[config.mk]
export PLATFORM = sky130hd
export DESIGN_NAME = sfsp_device_flat
export DESIGN_NICKNAME = d
export VERILOG_FILES = /design/src/rtl/sfsp_pkg.sv /design/src/rtl/sfsp_link_if.sv /design/src/rtl/sfsp_sync.sv /design/src/rtl/sfsp_device.sv /design/src/flat_wrapper.sv
export VERILOG_INCLUDE_DIRS = /design/src /design/src/rtl
export SDC_FILE = /design/constraint.sdc
export NUM_CORES = 1
export LEC_CHECK = 0
export BUFFER_PORTS_ARGS = -buffer_cell sky130_fd_sc_hd__buf_4
export CORE_UTILIZATION = 53
export DETAILED_ROUTE_END_ITERATION = 12
export HOLD_SLACK_MARGIN = 0.1
export PLACE_DENSITY = 0.73
export SLEW_MARGIN = 20
export SYNTH_ARGS = -nofsm -noshare
export SYNTH_HDL_FRONTEND = slang
export SYNTH_SLANG_ARGS = --single-unit
[constraint.sdc]
create_clock -name ref_clk_i -period 3.5 [get_ports ref_clk_i]
set_clock_uncertainty 0.05 [all_clocks]
set_input_delay 0.525 -clock ref_clk_i [delete_from_list [all_inputs] [get_ports ref_clk_i]]
set_output_delay 0.525 -clock ref_clk_i [all_outputs]
set_load 0.02 [all_outputs]
[src/rtl/sfsp_consts.svh]
`ifndef SFSP_CONSTS_SVH
`define SFSP_CONSTS_SVH

// ----------------------------------------------------------------
// Command opcodes
// ----------------------------------------------------------------
`define SFSP_OP_WR_ENABLE  8'h06
`define SFSP_OP_RDSR       8'h05
`define SFSP_OP_SR_WRITE   8'h01
`define SFSP_OP_WIDE_ENTER 8'hB7
`define SFSP_OP_WIDE_EXIT  8'hE9
`define SFSP_OP_READ       8'h03
`define SFSP_OP_FAST_READ  8'h0B

// ----------------------------------------------------------------
// Status and security register layout
// ----------------------------------------------------------------
`define SFSP_SR_LOCK       7
`define SFSP_SR_QUAD       6
`define SFSP_SR_PL_HI      5
`define SFSP_SR_PL_LO      2
`define SFSP_SR_LATCH      1
`define SFSP_SR_BUSY       0
`define SFSP_SEC_WIDE      2
`define SFSP_NV_RESET      6'h00

// ----------------------------------------------------------------
// Array and framing
// ----------------------------------------------------------------
`define SFSP_ARRAY_AW      25
`define SFSP_BYTES_NARROW  3'h3
`define SFSP_BYTES_WIDE    3'h4
`define SFSP_BITS_OPCODE   10'h008
`define SFSP_BITS_STATUS   10'h010

// ----------------------------------------------------------------
// Timing
// ----------------------------------------------------------------
`define SFSP_CLK_PERIOD_NS        10
`define SFSP_STATUS_WRITE_TIME_NS 5000
`define SFSP_STATUS_WRITE_CYC \
   ((`SFSP_STATUS_WRITE_TIME_NS + `SFSP_CLK_PERIOD_NS - 1) / `SFSP_CLK_PERIOD_NS)
`define SFSP_HALF_DIV      2'h3

// ----------------------------------------------------------------
// Host register map (byte addresses)
// ----------------------------------------------------------------
`define SFSP_REG_CTRL      5'h00
`define SFSP_REG_TXD       5'h04
`define SFSP_REG_TXX       5'h08
`define SFSP_REG_RXD       5'h0C
`define SFSP_REG_STAT      5'h10
`define SFSP_CTRL_RESET    31'h40000000
`define SFSP_CTRL_START    31
`define SFSP_CTRL_WP       30

`endif

[src/rtl/sfsp_pkg.sv]
package sfsp_pkg;
   typedef enum logic [2:0] {
      P_OPC, P_ADDR, P_DUMMY, P_DATA, P_STAT, P_WDAT, P_SKIP
   } sfsp_phase_t;

   typedef enum logic [2:0] {
      H_IDLE, H_SETUP, H_SHIFT, H_HOLD, H_GAP
   } sfsp_hstate_t;
endpackage

[src/rtl/sfsp_link_if.sv]
interface sfsp_link_if;
   logic cs_n;
   logic sclk;
   logic si;
   logic so;
   logic wp_n;

   modport dev (input cs_n, input sclk, input si, input wp_n, output so);
   modport host (output cs_n, output sclk, output si, output wp_n, input so);
endinterface

[src/rtl/sfsp_sync.sv]
module sfsp_sync #(
   parameter int W = 1
) (
   // Clock and reset
   input  wire logic         ref_clk_i,
   input  wire logic         rst_i,
   // Levels
   input  wire logic [W-1:0] d_i,
   output logic      [W-1:0] q_o
);
   logic [W-1:0] meta;

   // Idle-high reset keeps a released chip select from looking active.
   always_ff @(posedge ref_clk_i or posedge rst_i) begin
      if (rst_i) begin
         meta <= '1;
         q_o  <= '1;
      end else begin
         meta <= d_i;
         q_o  <= meta;
      end
   end
endmodule

[src/rtl/sfsp_device.sv]
`include "sfsp_consts.svh"

module sfsp_device (
   // Clock and reset
   input  wire logic      ref_clk_i,
   input  wire logic      rst_i,
   // Serial link
   sfsp_link_if.dev       link,
   // Device state
   output logic     [7:0] status_o,
   output logic     [7:0] security_o,
   output logic           hw_lock_o
);
   logic [3:0]          s_pins;
   logic                s_cs_n;
   logic                s_sclk;
   logic                s_si;
   logic                s_wp_n;
   logic                d_cs_n;
   logic                d_sclk;
   logic                sclk_rise;
   logic                sclk_fall;
   logic                cs_rise;
   logic                byte_end;
   logic [7:0]          new_byte;

   sfsp_pkg::sfsp_phase_t phase;
   logic [7:0]          opcode;
   logic [9:0]          bits;
   logic [6:0]          sh;
   logic [31:0]         addr;
   logic [2:0]          acnt;
   logic [7:0]          wr_byte;
   logic [7:0]          out_byte;
   logic [2:0]          out_idx;

   logic                lock;
   logic                quad;
   logic [3:0]          plevel;
   logic                wr_latch;
   logic                wr_busy;
   logic                wide;
   logic [15:0]         wtimer;
   logic                hw_lock;
   logic                wen_done;
   logic                swr_done;
   logic                wide_on;
   logic                wide_off;
   logic [2:0]          addr_last;
   logic [31:0]         amask;
   logic [31:0]         addr_in;
   logic [31:0]         addr_next;
   logic [7:0]          status;

   // ----------------------------------------------------------------
   // Pin synchronisation and edge detection
   // ----------------------------------------------------------------
   sfsp_sync #(
      .W (4)
   ) u_sync (
      .ref_clk_i (ref_clk_i),
      .rst_i     (rst_i),
      .d_i       ({link.cs_n, link.sclk, link.si, link.wp_n}),
      .q_o       (s_pins)
   );

   assign s_cs_n = s_pins[3];
   assign s_sclk = s_pins[2];
   assign s_si   = s_pins[1];
   assign s_wp_n = s_pins[0];

   always_ff @(posedge ref_clk_i or posedge rst_i) begin
      if (rst_i) begin
         d_cs_n <= 1'b1;
         d_sclk <= 1'b1;
      end else begin
         d_cs_n <= s_cs_n;
         d_sclk <= s_sclk;
      end
   end

   assign sclk_rise = s_sclk & ~d_sclk & ~s_cs_n;
   assign sclk_fall = ~s_sclk & d_sclk & ~s_cs_n;
   assign cs_rise   = s_cs_n & ~d_cs_n;
   assign byte_end  = sclk_rise & (bits[2:0] == 3'h7);
   assign new_byte  = {sh, s_si};

   // ----------------------------------------------------------------
   // Protection and addressing
   // ----------------------------------------------------------------
   assign hw_lock   = lock & ~s_wp_n & ~quad;
   assign status    = {lock, quad, plevel, wr_latch, wr_busy};
   assign addr_last = wide ? `SFSP_BYTES_WIDE : `SFSP_BYTES_NARROW;
   assign amask     = 32'((64'h1 << `SFSP_ARRAY_AW) - 64'h1);
   assign addr_in   = {addr[23:0], new_byte};
   assign addr_next = (addr + 32'h1) & amask;

   // Array content stands in as a fixed pattern of the address.
   function automatic logic [7:0] array_byte(input logic [31:0] a);
      array_byte = a[7:0] ^ a[15:8] ^ a[23:16] ^ {7'h0, a[24]};
   endfunction

   // ----------------------------------------------------------------
   // Command framing
   // ----------------------------------------------------------------
   always_ff @(posedge ref_clk_i or posedge rst_i) begin
      if (rst_i) begin
         phase    <= sfsp_pkg::P_OPC;
         opcode   <= 8'h00;
         bits     <= 10'h000;
         sh       <= 7'h00;
         addr     <= 32'h0;
         acnt     <= 3'h0;
         wr_byte  <= 8'h00;
         out_byte <= 8'h00;
      end else if (s_cs_n) begin
         phase <= sfsp_pkg::P_OPC;
         bits  <= 10'h000;
         addr  <= 32'h0;
         acnt  <= 3'h0;
      end else if (sclk_rise) begin
         sh <= new_byte[6:0];
         if (bits != 10'h3FF) begin
            bits <= bits + 10'h001;
         end
         if (byte_end) begin
            case (phase)
               sfsp_pkg::P_OPC: begin
                  opcode <= new_byte;
                  case (new_byte)
                     `SFSP_OP_RDSR: begin
                        phase    <= sfsp_pkg::P_STAT;
                        out_byte <= status;
                     end
                     `SFSP_OP_READ: begin
                        phase <= sfsp_pkg::P_ADDR;
                     end
                     `SFSP_OP_FAST_READ: begin
                        phase <= wr_busy ? sfsp_pkg::P_SKIP : sfsp_pkg::P_ADDR;
                     end
                     `SFSP_OP_SR_WRITE: begin
                        phase <= sfsp_pkg::P_WDAT;
                     end
                     default: begin
                        phase <= sfsp_pkg::P_SKIP;
                     end
                  endcase
               end
               sfsp_pkg::P_ADDR: begin
                  addr <= addr_in;
                  acnt <= acnt + 3'h1;
                  if (acnt + 3'h1 == addr_last) begin
                     if (opcode == `SFSP_OP_FAST_READ) begin
                        phase <= sfsp_pkg::P_DUMMY;
                     end else begin
                        phase    <= sfsp_pkg::P_DATA;
                        out_byte <= array_byte(addr_in & amask);
                     end
                  end
               end
               sfsp_pkg::P_DUMMY: begin
                  phase    <= sfsp_pkg::P_DATA;
                  out_byte <= array_byte(addr & amask);
               end
               sfsp_pkg::P_DATA: begin
                  addr     <= addr_next;
                  out_byte <= array_byte(addr_next);
               end
               sfsp_pkg::P_STAT: begin
                  out_byte <= status;
               end
               sfsp_pkg::P_WDAT: begin
                  wr_byte <= new_byte;
                  phase   <= sfsp_pkg::P_SKIP;
               end
               default: begin
               end
            endcase
         end
      end
   end

   // ----------------------------------------------------------------
   // Serial output
   // ----------------------------------------------------------------
   // The bit index wraps from 0 to 7 by itself, so each byte boundary
   // lines up without a reload.
   always_ff @(posedge ref_clk_i or posedge rst_i) begin
      if (rst_i) begin
         link.so <= 1'b0;
         out_idx <= 3'h7;
      end else if (s_cs_n) begin
         link.so <= 1'b0;
         out_idx <= 3'h7;
      end else if (sclk_fall &&
                   (phase == sfsp_pkg::P_DATA || phase == sfsp_pkg::P_STAT)) begin
         link.so <= out_byte[out_idx];
         out_idx <= out_idx - 3'h1;
      end
   end

   // ----------------------------------------------------------------
   // Commands completed by chip select rising
   // ----------------------------------------------------------------
   assign wen_done = cs_rise && opcode == `SFSP_OP_WR_ENABLE &&
                     bits == `SFSP_BITS_OPCODE;
   assign swr_done = cs_rise && opcode == `SFSP_OP_SR_WRITE &&
                     bits == `SFSP_BITS_STATUS &&
                     wr_latch && !wr_busy && !hw_lock;
   assign wide_on  = cs_rise && opcode == `SFSP_OP_WIDE_ENTER &&
                     bits == `SFSP_BITS_OPCODE;
   assign wide_off = cs_rise && opcode == `SFSP_OP_WIDE_EXIT &&
                     bits == `SFSP_BITS_OPCODE;

   // ----------------------------------------------------------------
   // Status register
   // ----------------------------------------------------------------
   always_ff @(posedge ref_clk_i or posedge rst_i) begin
      if (rst_i) begin
         {lock, quad, plevel} <= `SFSP_NV_RESET;
      end else if (swr_done) begin
         {lock, quad, plevel} <= wr_byte[`SFSP_SR_LOCK:`SFSP_SR_PL_LO];
      end
   end

   always_ff @(posedge ref_clk_i or posedge rst_i) begin
      if (rst_i) begin
         wr_busy <= 1'b0;
         wtimer  <= 16'h0;
      end else if (swr_done) begin
         wr_busy <= 1'b1;
         wtimer  <= 16'(`SFSP_STATUS_WRITE_CYC - 1);
      end else if (wr_busy) begin
         if (wtimer == 16'h0) begin
            wr_busy <= 1'b0;
         end else begin
            wtimer <= wtimer - 16'h1;
         end
      end
   end

   // A write enable finishing in the cycle the timed write ends wins.
   always_ff @(posedge ref_clk_i or posedge rst_i) begin
      if (rst_i) begin
         wr_latch <= 1'b0;
      end else if (wen_done) begin
         wr_latch <= 1'b1;
      end else if (wr_busy && wtimer == 16'h0) begin
         wr_latch <= 1'b0;
      end
   end

   // ----------------------------------------------------------------
   // Address mode
   // ----------------------------------------------------------------
   always_ff @(posedge ref_clk_i or posedge rst_i) begin
      if (rst_i) begin
         wide <= 1'b0;
      end else if (wide_on) begin
         wide <= 1'b1;
      end else if (wide_off) begin
         wide <= 1'b0;
      end
   end

   // ----------------------------------------------------------------
   // Outputs
   // ----------------------------------------------------------------
   // No program or erase path exists here; the level bits and the lock
   // flag are handed out for the array guard that would use them.
   always_ff @(posedge ref_clk_i or posedge rst_i) begin
      if (rst_i) begin
         hw_lock_o <= 1'b0;
      end else begin
         hw_lock_o <= hw_lock;
      end
   end

   assign status_o   = status;
   assign security_o = {5'h00, wide, 2'h0};
endmodule

[src/flat_wrapper.sv]
// flat-port wrapper written by rule: the top's interface ports become plain ports
module sfsp_device_flat 
  (ref_clk_i, rst_i, status_o, security_o, hw_lock_o, link_cs_n, link_sclk, link_si, link_wp_n, link_so);
  sfsp_link_if link_i ();
  input  wire logic ref_clk_i;
  input  wire logic rst_i;
  output logic     [7:0] status_o;
  output logic     [7:0] security_o;
  output logic hw_lock_o;
  input wire logic [$bits(link_i.cs_n)-1:0] link_cs_n;
  input wire logic [$bits(link_i.sclk)-1:0] link_sclk;
  input wire logic [$bits(link_i.si)-1:0] link_si;
  input wire logic [$bits(link_i.wp_n)-1:0] link_wp_n;
  output wire logic [$bits(link_i.so)-1:0] link_so;
  assign link_i.cs_n = link_cs_n;
  assign link_i.sclk = link_sclk;
  assign link_i.si = link_si;
  assign link_i.wp_n = link_wp_n;
  assign link_so = link_i.so;
  sfsp_device u_core (.ref_clk_i(ref_clk_i), .rst_i(rst_i), .link(link_i), .status_o(status_o), .security_o(security_o), .hw_lock_o(hw_lock_o));
endmodule
==> results of run 1 <==
-- state kept, by name, indices dropped and copies added, names as in the netlist, 3 cells and up --
register,count
u_core.opcode,8
u_core.bits,10
u_core.addr,25
u_core.wr_byte,6
u_core.u_sync.meta,4
u_core.phase,3
u_core.out_byte,8
u_core.out_idx,3
u_core.sh,7
u_core.wtimer,16
u_core.plevel,4
u_core.acnt,3
u_core.u_sync.q_o,4
-- layer usage --
metal | vias up | share of wire (%) | track usage [%]
met5 | - | 0 | 0
met4 | 0 | 3.4 | 11.8
met3 | 44 | 6.4 | 4.65
met2 | 230 | 48 | 42.9
met1 | 2524 | 42 | 33.8
li1 | 2411 | - | -
-- stage by stage --
step	power, W	hold WS (ns)	setup slack, ns
finish	0.00259	0.227	0.902
floorplan	0.00148	0.295	0.0442
global placement	0.00153	0.296	0.972
global route	0.00268	0.209	0.727
detailed placement	0.00154	0.298	0.917
CTS	0.00261	0.218	0.911
-- how the worst max path moves through the flow --
stage | slack (ns) | endpoint | startpoint
2_1_floorplan | 0.04 | u_core.acnt[0]$_DFFE_PP0P_ | rst_i
5_1_grt | 0.73 | u_core.quad$_DFFE_PP0P_ | u_core.bits[0]$_DFFE_PP0P_
6_report | 0.90 | u_core.out_byte[5]$_DFFE_PP0P_ | u_core.opcode[4]$_DFFE_PP0P_
4_1_cts | 0.91 | u_core.out_byte[5]$_DFFE_PP0P_ | u_core.opcode[4]$_DFFE_PP0P_
3_3_place_gp | 0.97 | u_core.out_byte[5]$_DFFE_PP0P_ | u_core.opcode[4]$_DFFE_PP0P_
3_5_place_dp | 0.92 | u_core.out_byte[5]$_DFFE_PP0P_ | u_core.opcode[4]$_DFFE_PP0P_
-- synthesized netlist by cell type (4+ instances only) --
master | count | area (um^2)
nor3b_1 | 4 | 30.0
o22ai_1 | 9 | 56.3
clkbuf_1 | 37 | 139
inv_1 | 22 | 82.6
nand2_1 | 88 | 330
dfrtp_1 | 97 | 2430
or4_1 | 4 | 30.0
and3_1 | 12 | 75.1
o21ai_0 | 46 | 230
o31ai_1 | 12 | 90.1
nor3_1 | 13 | 65.1
nor4_1 | 7 | 43.8
nor2_1 | 58 | 218
nand4_1 | 19 | 119
a21oi_1 | 49 | 245
and4_1 | 9 | 78.8
o221ai_1 | 6 | 52.6
buf_2 | 6 | 30.0
o211ai_1 | 5 | 37.5
mux2_2 | 13 | 146
or3_1 | 6 | 37.5
xnor2_1 | 31 | 272
nand3_1 | 18 | 90.1
ha_1 | 8 | 100
xor2_1 | 18 | 158
nand3b_1 | 5 | 37.5
mux2i_1 | 6 | 60.1
dfstp_2 | 13 | 342
a211oi_1 | 8 | 60.1
buf_4 | 12 | 90.1
nand2b_1 | 4 | 25.0
-- critical path, cell delays in order, from the launching register on --
cell and delay, ns:
dfrtp_1 0.42, or4_4 0.57, or4b_4 0.54, a211o_1 0.34, o2111ai_4 0.18, mux2_2 0.39
-- power by group through the flow --
stage	combinational (W)	clock [W]	sequential (W)
finish	0.000161	0.00107	0.00136
global route	0.000178	0.00114	0.00136
CTS	0.000161	0.00110	0.00135
detailed placement	0.000160	0	0.00138
global placement	0.000154	0	0.00138
floorplan	0.000128	0	0.00135
-- cell families after synthesis --
logic type,Yosys count
AND/OR/NAND/NOR,261
AO/OA/AOI/OAI,160
flip-flops,110
buffers and inverters,79
XOR/XNOR,54
multiplexers,21
adder cells (fa/ha/maj),8
other,1
-- cell type report --
class	count	area, um^2
Fill cell	1021	4780
Inverter	22	85.1
Clock inverter	5	63.8
Tap cell	143	179
Sequential cell	110	2770
Timing Repair Buffer	22	178
Clock buffer	11	243
Multi-Input combinational cell	511	3210
==> qor.yml, run 1 <==
final_layout:
  design_area_mm2: 0.00673
  nets: 690
  final_cells: 824
  utilization_pct: 58.5
  antennaDiodeCount: 0
  area_growth_pct: 6.64
  final_common_cell: "dfrtp_1"
  layout-drive-gt1-share_pct: 10.9
  final_cell_mix: "dfrtp_1 (97), nand2_1 (88), nor2_1 (58)"
power:
  p_comb_share_pct: 6.2
  powerDensity_mw_per_mm2: 385
  vdd.ir_drop.worst_uv: 266
  pwr-share-seq_pct: 52.4
  power.switching_w: 0.000650
  switching_share_pct: 25.1
  internal_power_w: 0.00194
  clkPwrFrac_pct: 41.3
  p_leak_nw: 2.94
synthesis:
  synth_edf_count: 0
  avgSynthCellArea_um2: 9.10
  synth_top_family_by_area: "simple AND/OR/NAND/NOR gates"
  synth_fa_ha_area_share_pct: 1.59
  yosys_warnings: 0
  synth-main-ff-cell: "dfrtp_1"
  synth_seq_cells: 110
  ys_async_sr_fraction_pct: 100
  synth.cell_area_mm2: 0.00631
  synth_mux_area_share_pct: 3.98
  synth_xor_area_share_pct: 8.62
  netlist-cell-type-count: 65
  synth_compound_area_share_pct: 15.8
  synth-simple-area-share_pct: 20.5
  seq_area_frac_synth_pct: 43.9
  postSynthCellCount: 694
min_path:
  whs_path_depth: 1
  hold_path_startpoint: "link_wp_n"
  whs_endpoint: "u_core.u_sync.meta[0]$_DFF_PP1_"
  hold_class: "in2reg"
drt:
  viasPerCell: 6.32
  ant_nets: 0
  wire_per_inst_um: 18.6
  num_vias: 5209
  firstDrtPassIters: 11
  drtIter0Drc: 498
  drt_wl_total_um: 15300
  drc: 4
sta:
  hold_viol: 0
  min_period_ns: 2.60
  min_period_over_period_pct: 74.2
  setup_viol: 0
  slew_headroom_pct: 41.8
  grt_setup_unrepaired: "no"
  tightest_slew_ns: 0.872
  slew_viol_final: 0
  timing.fmax_ghz: 0.385
  tns_ns: 0
critical_path:
  critical_path_required_ns: 3.69
  regToRegEndpoint: "u_core.out_byte[5]$_DFFE_PP0P_"
  end_kind: "register"
  r2r_slack_ns: 0.90
  crit_path_max_fanout: 15
  start_kind: "register"
  worstRegToRegCells: 5
  timing.rr.start: "u_core.opcode[4]$_DFFE_PP0P_"
  cp.arrival_ns: 2.79
  crit_type: "reg2reg"
run_status:
  violations: "DRC"
  outcome: "complete, but fails checks"
place:
  gp_congestion: 0.939
  dpl_cell_area_mm2: 0.00642
  hpwlAfterDp_um: 10400
  dp.cells: 808
  numPortBuffers: 16
cts:
  cts_tree: "built"
  cts.sinks: 110
  htreeDepth: 3
  cts_hold_buf: 0
  cts_buffers: 9
  clock_latency_ns: 0.36
  root_buffer: "clkbuf_16"
  clk_pin_slew_ns: 0.08
  cts_max_path_buffers: 2
  postCtsSetupRepairBufs: 0
  cts_resized: 0
die:
  rows: 39
  pin_count: 24
  core-area_mm2: 0.0115
  dieArea_mm2: 0.0123
  dieHeight_um: 111
  fp.dieW_um: 111
  initial_core_util_pct: 54.8
grt:
  grt_antenna_before_repair: 0
  grt_pass1_wl_um: 25600
  grt_pass1_vias: 5014
  gr-total-overflow: 0
  track_usage_pct: 26.1
  grt_start_max_net_pins: 63
job:
  max-cap-violations: 0
No activity file was read; power rests on OpenSTA's default activity.
==> inputs of run 2 (changes only) <==
- clock period: 3.5 -> 2.2 ns (I/O delays scaled with it)
==> run 2 against run 1 <==
Compared with the run above: largest cell class unchanged; sequential power increased by 54%; critical endpoint unchanged; the flow finishes with violations (DRC, setup timing); sequential share of layout area fell by 3.9 points; cell count up 10%; first-iteration DRC count decreased by 7.6%; non-clock buffer count is 83 higher.
==> qor.yml, run 2 (same netlist as run 1, synthesis figures left out) <==
run_status:
  outcome: "complete, but fails checks"
  violations: "DRC, setup timing"
critical_path:
  crit_type: "reg2reg"
  r2r_slack_ns: -0.15  # -1.05 ns
  critical_path_required_ns: 2.40  # -1.29 ns
  timing.rr.start: "u_core.opcode[7]$_DFFE_PP0P_"
  crit_path_max_fanout: 5  # -10
  cp.arrival_ns: 2.55  # -0.24 ns
  end_kind: "register"
  regToRegEndpoint: "u_core.out_byte[5]$_DFFE_PP0P_"
  worstRegToRegCells: 5  # unchanged
  start_kind: "register"
die:
  dieHeight_um: 111  # unchanged
  initial_core_util_pct: 54.8  # unchanged
  dieArea_mm2: 0.0123  # unchanged
  core-area_mm2: 0.0115  # unchanged
  fp.dieW_um: 111  # unchanged
  rows: 39  # unchanged
  pin_count: 24  # unchanged
power:
  switching_share_pct: 25.8  # +0.72 points
  powerDensity_mw_per_mm2: 548  # +43%
  power.switching_w: 0.00105  # +62%
  pwr-share-seq_pct: 51.5  # -0.9 points
  p_leak_nw: 3.37  # +15%
  p_comb_share_pct: 9.5  # +3.3 points
  vdd.ir_drop.worst_uv: 529  # +99%
  internal_power_w: 0.00303  # +56%
  clkPwrFrac_pct: 39.0  # -2.3 points
  power.total_w: 0.00408  # +58%
final_layout:
  nets: 773  # +12%
  n_fill_cell: 928  # -9.1%
  antennaDiodeCount: 0  # unchanged
  top_regs: "u_core.addr (25), u_core.wtimer (16), u_core.bits (10)"
  final_cell_mix: "dfrtp_1 (97), buf_4 (96), nand2_1 (88)"
  layout-drive-gt1-share_pct: 21.5  # +11 points
  area_growth_pct: 17.9
  largest_reg_flops: 25  # unchanged
  top_register: "u_core.addr"
  final_common_cell: "dfrtp_1"
cts:
  root_buffer: "clkbuf_16"
  cts_buffers: 9  # unchanged
  htreeDepth: 3  # unchanged
  cts_max_path_buffers: 2  # unchanged
  cts.sinks: 110  # unchanged
  clock_latency_ns: 0.36  # about the same
  clk_pin_slew_ns: 0.08  # about the same
  cts_tree: "built"
sta:
  slew_viol_final: 0  # unchanged
  tightest_slew_ns: 0.605  # -0.267 ns
  hold_viol: 0  # unchanged
  min_period_over_period_pct: 107  # +33 points
  timing.fmax_ghz: 0.426  # +11%
  fin_ws_ns: -0.149  # -1.05 ns
  slew_headroom_pct: 59.3  # +17 points
  min_period_ns: 2.35  # -0.249 ns
  setup_viol: 8  # +8
  grt_setup_unrepaired: "yes"
grt:
  grt_antenna_before_repair: 0  # unchanged
  grt_start_max_net_pins: 111  # +76%
  track_usage_pct: 28.2  # +2.1 points
  grt_pass1_wl_um: 27400  # +7.3%
  gr-total-overflow: 0  # unchanged
  grt_pass1_vias: 5597  # +12%
place:
  dp_slack_ns: -0.156  # -1.07 ns
  hpwlAfterDp_um: 11700  # +12%
  numPortBuffers: 16  # unchanged
  gp_congestion: 0.885  # -5.8%
drt:
  firstDrtPassIters: 9  # -2
  viasPerCell: 6.06  # -4.1%
  num_vias: 5497  # +5.5%
  ant_nets: 0  # unchanged
  wire_per_inst_um: 18.4  # -1.1%
  drt_wl_total_um: 16700  # +8.9%
  drtIter0Drc: 460  # -7.6%
  drc: 3  # -1
min_path:
  hold_class: "in2async"
job:
  max-cap-violations: 0  # unchanged
run 2: cell types whose count changed in the layout (fill, tap and decap cells not counted), sizes merged:
cell	before	now
inv	25	24
bufinv	1	0
dlygate4sd3	0	4
clkinv	1	2
buf	22	101
clkinvlp	0	1
run 2: routing by layer:
metal | up-vias | global-route usage [%] | routed length [um]
li1 | 2578 | - | -
met1 | 2704 | 34.3 | 6820
met2 | 176 | 49.1 | 8520
met3 | 39 | 5.47 | 835
met4 | 0 | 11.5 | 510
met5 | - | 0 | 0
run 2: timing repair:
item | CTS | global route
gates resized for setup | 7 | 5
setup buffers | 2 | 1
setup endpoints to repair | 10 | 24
endpoints found under the hold margin | 4 | 0
pin swaps | 4 | 4
hold buffers | 4 | 0
run 2: per-stage QoR:
step	util (%)	cells	hold WS (ns)	cell area, um^2	TNS, ns
after floorplan	-	700	0.284	6350	-0.254
after global placement	61.2	884	0.295	7050	-0.647
after detailed placement	61.2	884	0.298	7050	-1.06
after CTS	64.4	906	0.120	7410	-0.972
after global routing	64.6	907	0.121	7440	-1.87
final	64.6	907	0.0957	7440	-0.926
run 2: area by class of cell:
class                      count  area, um^2  area share [%]
multi-input combinational    511        3270            44.0
sequential                   110        2770            37.2
timing repair buffer         105         852            11.5
clock buffer                  11         243            3.26
tap                          143         179            2.40
inverter                      22        86.3            1.16
clock inverter                 5        38.8           0.521
run 2: power groups by stage:
| stage | clock [W] | sequential (W) | combinational (W) |
|---|---|---|---|
| 6_report | 0.00159 | 0.00210 | 0.000387 |
| 5_1_grt | 0.00169 | 0.00211 | 0.000422 |
| 4_1_cts | 0.00163 | 0.00210 | 0.000384 |
| 3_5_place_dp | 0 | 0.00214 | 0.000370 |
| 3_3_place_gp | 0 | 0.00214 | 0.000369 |
| 2_1_floorplan | 0 | 0.00215 | 0.000205 |
run 2: how the worst max path moves through the flow:
| stage | startpoint | endpoint | slack, ns | cells past startpoint |
|---|---|---|---|---|
| 3_3_place_gp | u_core.opcode[7]$_DFFE_PP0P_ | u_core.out_byte[5]$_DFFE_PP0P_ | -0.1 | 5 |
| 3_5_place_dp | u_core.acnt[1]$_DFFE_PP0P_ | u_core.out_byte[7]$_DFFE_PP0P_ | -0.16 | 7 |
| 4_1_cts | u_core.opcode[7]$_DFFE_PP0P_ | u_core.out_byte[5]$_DFFE_PP0P_ | -0.15 | 5 |
| 5_1_grt | u_core.opcode[7]$_DFFE_PP0P_ | u_core.out_byte[2]$_DFFE_PP0P_ | -0.21 | 7 |
| 2_1_floorplan | u_core.opcode[7]$_DFFE_PP0P_ | u_core.out_byte[5]$_DFFE_PP0P_ | -0.10 | 5 |
| 6_report | u_core.opcode[7]$_DFFE_PP0P_ | u_core.out_byte[5]$_DFFE_PP0P_ | -0.15 | 5 |
run 2: worst max-delay path, cell delays in order (launching register included):
cell and delay, ns:
dfrtp_1 0.39, or4_4 0.54, or4b_4 0.50, a211o_1 0.31
o2111ai_4 0.12, mux2_4 0.33
